<file path="src/rtl/tnacq_pkg.sv">
package tnacq_pkg;
    // ********************************************************************
    // Timing constants
    // ********************************************************************
    localparam int CLK_HZ = 50000000;
    localparam int SYSINFO_WAIT_S = 5;
    localparam int PILOT_WAIT_S = 60;
    // Prescaler: one tick per millisecond of core clock
    localparam int TICK_MS_HZ = 1000;
    localparam int TICK_CYCLES = CLK_HZ / TICK_MS_HZ;
    localparam int SYSINFO_WAIT_TICKS = SYSINFO_WAIT_S * TICK_MS_HZ;
    localparam int PILOT_WAIT_TICKS = PILOT_WAIT_S * TICK_MS_HZ;
    localparam int PRESC_W = 16;
    localparam int TMO_W = 17;

    // ********************************************************************
    // Field widths and constants
    // ********************************************************************
    localparam int REV_W = 8;
    localparam int TIME_W = 40;
    localparam logic [15:0] PROTO_SUBTYPE_DEFAULT = 16'h0000;
    localparam logic [REV_W-1:0] OWN_REV_DEFAULT = 8'h01;

    // ********************************************************************
    // Types
    // ********************************************************************
    typedef enum logic [3:0] {
        TNACQ_IDLE = 4'b0001,
        TNACQ_CHAN_SEL = 4'b0010,
        TNACQ_PILOT = 4'b0100,
        TNACQ_SYSINFO = 4'b1000
    } tnacq_state_e;

    typedef struct packed {
        logic [REV_W-1:0] rev_floor;
        logic [REV_W-1:0] rev_ceiling;
        logic [TIME_W-1:0] sf_time;
    } tnacq_sysinfo_s;

    typedef struct packed {
        logic ctrl_chan_on_cmd;
        logic ctrl_chan_off_cmd;
        logic ovh_msg_on_cmd;
        logic ovh_msg_off_cmd;
    } tnacq_lower_cmd_s;
endpackage

</file>
<file path="src/rtl/tnacq_fsm.sv">
// Functional notes
// - Entering system-info wait turns on control-channel receive and overhead messages.
// - No system-info within 5 s: turn both off, back to channel selection.
// - Other control-channel messages during system-info wait are dropped unacted.
// - Revision outside inclusive floor..ceiling: turn both off, back to channel selection.
// - Accepted revision loads terminal time from block's low twelve digits.
// - On the same edge as the time load, pulse network-found and go idle.
// - Pilot search gives up after 60 s.
// - Protocol subtype reported is 0x0000.
// - Activate moves idle to channel selection; ignored elsewhere.
// - Deactivate ignored in idle; elsewhere returns to idle.
// - Channel selected enters pilot acquisition on that channel.
// - Pilot found enters system-info wait; pilot limit expiry returns to selection.
`timescale 1ns/100ps
module tnacq_fsm
    import tnacq_pkg::*;
#(
    parameter int TICK_LEN = TICK_CYCLES // Core clock cycles per timeout tick
)
(
    input wire logic core_clk, // 50 MHz clock
    input wire logic rst, // Synchronous reset, active high
    input wire logic activate, // Upper-layer activate pulse
    input wire logic deactivate, // Upper-layer deactivate pulse
    input wire logic chan_selected, // Channel chosen pulse
    input wire logic pilot_found, // Pilot acquired pulse
    input wire logic msg_valid, // Control-channel message strobe
    input wire logic msg_is_sysinfo, // Message is a system-info block
    input wire tnacq_sysinfo_s sys_info_block, // System-info fields
    input wire logic [REV_W-1:0] own_rev, // Terminal revision number
    output tnacq_lower_cmd_s lower_cmd, // Lower function command pulses
    output logic net_found_ind, // Network acquired pulse
    output logic [TIME_W-1:0] term_time, // Loaded terminal time
    output logic [15:0] proto_subtype, // Protocol subtype
    output tnacq_state_e state_out, // Current state
    output logic msg_dropped // Pulse for a discarded message
);
    // ********************************************************************
    // Helper functions
    // ********************************************************************
    function automatic logic rev_ok(input logic [REV_W-1:0] r, input logic [REV_W-1:0] lo,
                                    input logic [REV_W-1:0] hi);
        rev_ok = (r >= lo) && (r <= hi);
    endfunction

    // Twelve decimal digits fit below 10^12
    function automatic logic [TIME_W-1:0] low12_digits(input logic [TIME_W-1:0] t);
        low12_digits = TIME_W'(t % 64'h000000E8D4A51000);
    endfunction

    // ********************************************************************
    // State machine
    // ********************************************************************
    tnacq_state_e state;
    tnacq_state_e next_state;
    logic [PRESC_W-1:0] presc;
    logic [TMO_W-1:0] tmo;
    logic tick;
    logic sys_rx;
    logic accept;
    logic tmo_sys;
    logic tmo_pilot;
    logic entering;

    assign tick = (presc == PRESC_W'(TICK_LEN - 1));
    assign sys_rx = msg_valid && msg_is_sysinfo;
    assign accept = rev_ok(own_rev, sys_info_block.rev_floor, sys_info_block.rev_ceiling);
    assign tmo_sys = tick && (tmo == TMO_W'(SYSINFO_WAIT_TICKS - 1));
    assign tmo_pilot = tick && (tmo == TMO_W'(PILOT_WAIT_TICKS - 1));
    assign entering = (next_state != state);

    // Next-state decode
    always_comb begin
        next_state = state;
        unique case (state)
            TNACQ_IDLE: begin
                if (activate) next_state = TNACQ_CHAN_SEL;
            end
            TNACQ_CHAN_SEL: begin
                if (deactivate) next_state = TNACQ_IDLE;
                else if (chan_selected) next_state = TNACQ_PILOT;
            end
            TNACQ_PILOT: begin
                if (deactivate) next_state = TNACQ_IDLE;
                else if (pilot_found) next_state = TNACQ_SYSINFO;
                else if (tmo_pilot) next_state = TNACQ_CHAN_SEL;
            end
            TNACQ_SYSINFO: begin
                if (deactivate) next_state = TNACQ_IDLE;
                else if (sys_rx) next_state = accept ? TNACQ_IDLE : TNACQ_CHAN_SEL;
                else if (tmo_sys) next_state = TNACQ_CHAN_SEL;
            end
            default: next_state = TNACQ_IDLE;
        endcase
    end

    // State register
    always_ff @(posedge core_clk) begin
        if (rst) state <= TNACQ_IDLE;
        else state <= next_state;
    end

    // ********************************************************************
    // Timeout prescaler and counter
    // ********************************************************************
    // Prescaler restarts with each state entry so the limit is never short
    always_ff @(posedge core_clk) begin
        if (rst || entering || tick) presc <= '0;
        else presc <= presc + PRESC_W'(1);
    end

    // Tick counter restarts on entry
    always_ff @(posedge core_clk) begin
        if (rst || entering) tmo <= '0;
        else if (tick) tmo <= tmo + TMO_W'(1);
    end

    // ********************************************************************
    // Lower-function commands
    // ********************************************************************
    // On pulses on entry to system-info wait; off pulses on leaving it
    always_ff @(posedge core_clk) begin
        if (rst) begin
            lower_cmd <= '0;
        end else begin
            lower_cmd.ctrl_chan_on_cmd <= entering && next_state == TNACQ_SYSINFO;
            lower_cmd.ovh_msg_on_cmd <= entering && next_state == TNACQ_SYSINFO;
            lower_cmd.ctrl_chan_off_cmd <= state == TNACQ_SYSINFO && next_state != TNACQ_SYSINFO;
            lower_cmd.ovh_msg_off_cmd <= state == TNACQ_SYSINFO && next_state != TNACQ_SYSINFO;
        end
    end

    // ********************************************************************
    // System-info acceptance
    // ********************************************************************
    logic take;
    assign take = state == TNACQ_SYSINFO && !deactivate && sys_rx && accept;

    // Terminal time load
    always_ff @(posedge core_clk) begin
        if (rst) term_time <= '0;
        else if (take) term_time <= low12_digits(sys_info_block.sf_time);
    end

    // Network-found pulse, same edge as the time load takes effect
    always_ff @(posedge core_clk) begin
        if (rst) net_found_ind <= 1'b0;
        else net_found_ind <= take;
    end

    // Non-sysinfo messages while waiting are discarded
    always_ff @(posedge core_clk) begin
        if (rst) msg_dropped <= 1'b0;
        else msg_dropped <= state == TNACQ_SYSINFO && msg_valid && !msg_is_sysinfo;
    end

    // Status outputs
    always_ff @(posedge core_clk) begin
        if (rst) begin
            proto_subtype <= PROTO_SUBTYPE_DEFAULT;
            state_out <= TNACQ_IDLE;
        end else begin
            proto_subtype <= PROTO_SUBTYPE_DEFAULT;
            state_out <= next_state;
        end
    end

    // ********************************************************************
    // Checks
    // ********************************************************************
    sysinfo_on_a: assert property (@(posedge core_clk) disable iff (rst)
        (state == TNACQ_PILOT && pilot_found && !deactivate) |=> lower_cmd.ctrl_chan_on_cmd && lower_cmd.ovh_msg_on_cmd)
        else $error("on commands missing on sysinfo entry");
    sysinfo_tmo_a: assert property (@(posedge core_clk) disable iff (rst)
        (state == TNACQ_SYSINFO && tmo_sys && !sys_rx && !deactivate)
        |=> state == TNACQ_CHAN_SEL && lower_cmd.ctrl_chan_off_cmd && lower_cmd.ovh_msg_off_cmd)
        else $error("sysinfo timeout not handled");
    drop_msg_a: assert property (@(posedge core_clk) disable iff (rst)
        (state == TNACQ_SYSINFO && msg_valid && !msg_is_sysinfo && !deactivate && !tmo_sys)
        |=> state == TNACQ_SYSINFO && msg_dropped)
        else $error("other message acted on");
    rev_reject_a: assert property (@(posedge core_clk) disable iff (rst)
        (state == TNACQ_SYSINFO && sys_rx && !deactivate
            && (own_rev < sys_info_block.rev_floor || own_rev > sys_info_block.rev_ceiling))
        |=> state == TNACQ_CHAN_SEL && !net_found_ind
            && lower_cmd.ctrl_chan_off_cmd && lower_cmd.ovh_msg_off_cmd)
        else $error("out of range revision accepted");
    time_load_a: assert property (@(posedge core_clk) disable iff (rst)
        take |=> term_time == low12_digits($past(sys_info_block.sf_time)))
        else $error("terminal time not loaded");
    found_idle_a: assert property (@(posedge core_clk) disable iff (rst)
        net_found_ind |-> state == TNACQ_IDLE && $past(state) == TNACQ_SYSINFO)
        else $error("found pulse without idle return");
    pilot_tmo_a: assert property (@(posedge core_clk) disable iff (rst)
        (state == TNACQ_PILOT && tmo_pilot && !pilot_found && !deactivate) |=> state == TNACQ_CHAN_SEL)
        else $error("pilot limit not handled");
    pilot_hold_a: assert property (@(posedge core_clk) disable iff (rst)
        (state == TNACQ_PILOT && !pilot_found && !deactivate && tmo != TMO_W'(PILOT_WAIT_TICKS - 1))
        |=> state == TNACQ_PILOT)
        else $error("pilot search left early");
    sysinfo_hold_a: assert property (@(posedge core_clk) disable iff (rst)
        (state == TNACQ_SYSINFO && !sys_rx && !deactivate && tmo != TMO_W'(SYSINFO_WAIT_TICKS - 1))
        |=> state == TNACQ_SYSINFO)
        else $error("sysinfo wait left early");
    pilot_found_a: assert property (@(posedge core_clk) disable iff (rst)
        (state == TNACQ_PILOT && pilot_found && !deactivate) |=> state == TNACQ_SYSINFO)
        else $error("pilot found not taken");
    tick_range_a: assert property (@(posedge core_clk) disable iff (rst)
        presc <= PRESC_W'(TICK_LEN - 1))
        else $error("prescaler overran");
    subtype_a: assert property (@(posedge core_clk) disable iff (rst)
        proto_subtype == 16'h0000)
        else $error("subtype not default");
    act_a: assert property (@(posedge core_clk) disable iff (rst)
        (state == TNACQ_IDLE && activate) |=> state == TNACQ_CHAN_SEL)
        else $error("activate not taken");
    deact_a: assert property (@(posedge core_clk) disable iff (rst)
        (state != TNACQ_IDLE && deactivate) |=> state == TNACQ_IDLE)
        else $error("deactivate not taken");
    chan_sel_a: assert property (@(posedge core_clk) disable iff (rst)
        (state == TNACQ_CHAN_SEL && chan_selected && !deactivate) |=> state == TNACQ_PILOT)
        else $error("channel select not taken");
    restart_a: assert property (@(posedge core_clk) disable iff (rst)
        (state != $past(state)) |-> tmo == '0 && presc == '0)
        else $error("timeout not restarted");
endmodule

</file>
<file path="config.mk">
export PLATFORM = sky130hd
export DESIGN_NAME = tnacq_fsm
export DESIGN_NICKNAME = d
export VERILOG_FILES = /design/src/rtl/tnacq_pkg.sv /design/src/rtl/tnacq_fsm.sv
export SDC_FILE = /design/constraint.sdc
export NUM_CORES = 1
export LEC_CHECK = 0
export BUFFER_PORTS_ARGS = -buffer_cell sky130_fd_sc_hd__buf_2
export CAP_MARGIN = 20
export CORE_MARGIN = 3
export CORE_UTILIZATION = 52
export DETAILED_ROUTE_END_ITERATION = 8
export PLACE_DENSITY_LB_ADDON = 0.15
export SETUP_SLACK_MARGIN = 0.15
export SYNTH_ARGS = -nofsm -noshare
export SYNTH_HDL_FRONTEND = slang
export SYNTH_SLANG_ARGS = --single-unit
</file>
<file path="constraint.sdc">
create_clock -name core_clk -period 2.74 [get_ports core_clk]
set_clock_uncertainty 0.1 [all_clocks]
set_input_delay 0.274 -clock core_clk [delete_from_list [all_inputs] [get_ports core_clk]]
set_output_delay 0.274 -clock core_clk [all_outputs]
set_load 0.01 [all_outputs]
</file>
==> metrics.md <==
| Metric | Value |
|---|---|
| Finished Core Util | 65.68% |
| Share of cells above drive strength 1 | 25.30% |
| Mean Syn Cell Area | 8.252 um^2 |
| Clock Power Share | 41.8% |
| Sw Share | 25.60% |
| Fillers | 753 |
| Post-layout net count | 753 |
| Adder-Cell Fraction of Synth Area | 4.909% |
| Status | finished clean |
| Max Cap Viol | 0 |
| Setup Buffers After CTS | 0 |
| Cell Pwr Density | 468.9 nW/um^2 |
| Post-synthesis register bit count | 81 |
| Antenna Nets Post-Route | 0 |
| Net Sw Power | 0.0006609 W |
| Ys flop type | dfxtp_1 |
| Compound-Gate Fraction of Synth Area | 16.53% |
| Vias in the first global route | 4113 |
| Clk pin slew, worst setup/hold paths | 0.08 ns |
| Worst Path Max Fanout | 34 |
| Flip-flop and latch area | 1625 um^2 |
| Achievable Freq | 420.5 MHz |
| Synth cell types | 58 |
| Initial Util | 54.74% |
| Initial antenna violation count | 0 |
| Via count | 4239 |
| Critical path class | flop to flop |
| Simple-gate area share of the yosys netlist | 25.42% |
| Critical path capture point type | flop |
| Cells after synthesis | 556 |
| Pre-antenna DRT Iters | 4 |
| Fraction of registers with async set/reset | 0% |
| Tot GR Track Use | 22.25% |
| CTS Buf Count | 9 |
| LEAKAGE | 2.240 nW |
| Worst-Margin Slew | 0.9299 ns |
| Routed WL per cell | 14.20 um |
| Core box area | 8382 um^2 |
| Startpoint Class | flop |
| Cell Int Power | 0.001921 W |
| Setup TNS | 0 ns |
| Mapped cell area | 4588 um^2 |
| H-tree Lvls | 3 |
| Largest family of logic cells by synthesized area | simple AND/OR/NAND/NOR gates |
| Post-synth EDFFs | 0 |
| Setup violators final | 0 |
| Arrival @ worst endpoint | 2.46 ns |
| Port Buf Inserts | 121 |
| Max transition margin | 38.01% |
| Clk sinks | 81 |
| Worst-skew pair later-pin latency | 0.35 ns |
| Mux share of post-synthesis cell area | 0.2182% |
| GRT overflow | 0 |
| Die Span X | 99.93 um |
| Post-layout minimum cycle time | 2.378 ns |
| Hpwl dp | 7990 um |
| Global-route wire length before repair | 18570 um |
| Post-detailed-route DRC marker count | 0 |
| Die area | 9986 um^2 |
| Hold Path Class | input pin to flop |
| Worst vdd ir | 0.0003171 V |
| CTS Buffer Depth | 2 |
| Root Driver | clkbuf_8 |
| Reg power frac | 46.1% |
| Reg2reg path depth | 9 |
| Flop2flop setup slack | 0.36 ns |
| Area Growth Syn to Fin | 19.99% |
| # diodes | 0 |
| Vias/cell | 5.484 |
| Pin count of the biggest net entering global routing | 61 |
| Gpl congestion | 0.8217 |
| Seq/Total Area, Yosys | 35.34% |
| Hold WS | 0.05684 ns |
| Period utilization | 86.80% |
| Hold Crit Depth | 3 |
| WL final | 10980 um |
| Drt initial violations | 152 |
| Die Ht | 99.93 um |
| Hold Fails Final Rpt | 0 |
| Slew Limit Fails | 0 |
| Multi-input logic area | 2693 um^2 |
| CP Data Required Time | 2.83 ns |
| YS warnings | 0 |
| Ports | 138 |
| XOR/XNOR share of the synthesized area | 9.545% |
| FP Rows | 33 |
| CTS tree | done |
| Combinational power share | 12.1% |
| RSZ-0062 raised after global routing | false |
## Yosys cell counts (all sizes together) (3+ instances only)
library cell / instances / share of area [%]
a211oi: 22 / 4.1
a21o: 4 / 0.65
a21oi: 41 / 4.5
and3: 11 / 1.5
buf: 32 / 4.9
clkbuf: 18 / 1.5
dfxtp: 81 / 35
ha: 18 / 4.9
inv: 20 / 1.6
nand2: 66 / 5.4
nand2b: 4 / 0.55
nand3: 16 / 1.7
nand4: 10 / 1.4
nand4b: 3 / 0.57
nor2: 45 / 3.7
nor2b: 5 / 0.68
nor3: 7 / 0.76
nor3b: 4 / 0.65
nor4: 35 / 4.8
nor4b: 3 / 0.57
nor4bb: 3 / 0.65
o21a: 5 / 0.82
o21ai: 19 / 2.4
or3: 4 / 0.55
xnor2: 25 / 4.8
xor2: 25 / 4.8
## state kept, by name, summed over array words and instances (netlist names)
signal and count:
net_found_ind 1, tmo 17, msg_dropped 1, state_out 4, term_time 40, lower_cmd 2, presc 16
## cell families (layout without fill, tap and decap cells)
family,count (synthesis),after routing
compound gates,109,109
xor+xnor,50,50
flops,81,81
other cells,1,16
mux,1,1
simple gates,226,226
buf+inv,70,167
fa+ha+maj,18,18
## power groups by stage
stage	logic, W	clock network (W)	registers, W
2_1_floorplan	0.000211	0	0.00121
3_3_place_gp	0.000303	0	0.00122
3_5_place_dp	0.000309	0	0.00122
4_1_cts	0.000313	0.00110	0.00119
5_1_grt	0.000352	0.00115	0.00119
6_report	0.000313	0.00108	0.00119
## what timing repair did
item,4_1_cts,5_1_grt
setup endpoints to repair,2,34
resized for setup,2,9
hold endpoints to repair,1,0
hold buffers,1,0
## area by class of cell
class	instances	area share, %
clock buffer	9	2.250
timing repair buffer	131	13.32
multi-input combinational	420	48.91
clock inverter	7	2.250
tap	105	2.386
inverter	20	1.364
sequential	81	29.52
## critical path, cell delays in order, from the launching register on
cell,delay [ns]
dfxtp_1,0.36
ha_1,0.19
and3_1,0.26
nand4_1,0.20
o31ai_1,0.29
nand2_1,0.08
a21oi_1,0.22
o31a_1,0.22
buf_12,0.20
nor4_1,0.08
## placed cells by master, fill, tap and decap left out, drive strengths merged, types with 3 or more instances in the layout
cell type / n
a211oi: 22
a21o: 4
a21oi: 41
and3: 11
buf: 130
bufinv: 3
clkbuf: 9
conb: 16
dfxtp: 81
ha: 18
inv: 23
nand2: 66
nand2b: 4
nand3: 16
nand4: 10
nand4b: 3
nor2: 45
nor2b: 5
nor3: 7
nor3b: 4
nor4: 35
nor4b: 3
nor4bb: 3
o21a: 5
o21ai: 19
or3: 4
xnor2: 25
xor2: 25
## metrics by stage
stage / instances / total power (W) / worst slack (ns) / cell area (um^2)
global placement: 756 / 0.001518 / 0.1589 / 5210
CTS: 773 / 0.002602 / 0.1623 / 5474
floorplan: 571 / 0.001422 / 0.3949 / 4644
global route: 773 / 0.002690 / 0.1519 / 5505
detailed placement: 756 / 0.001525 / 0.01042 / 5210
finish: 773 / 0.002581 / 0.3617 / 5505
## metal layers
metal / up-vias / track usage (%) / part of all wire (%)
li1: 2153 / - / -
met1: 1958 / 27.95 / 44
met2: 116 / 37.51 / 47
met3: 12 / 5.212 / 7.1
met4: 0 / 7.563 / 1.4
met5: - / 0 / 0
## final timing paths
check / startpoint / end
max reg2reg: presc[0] / presc[3]
min: sys_info_block[4] / term_time[4]
max: presc[0] / presc[3]
min reg2reg: term_time[32] / term_time[32]
Power figures use the tool's default switching activity.
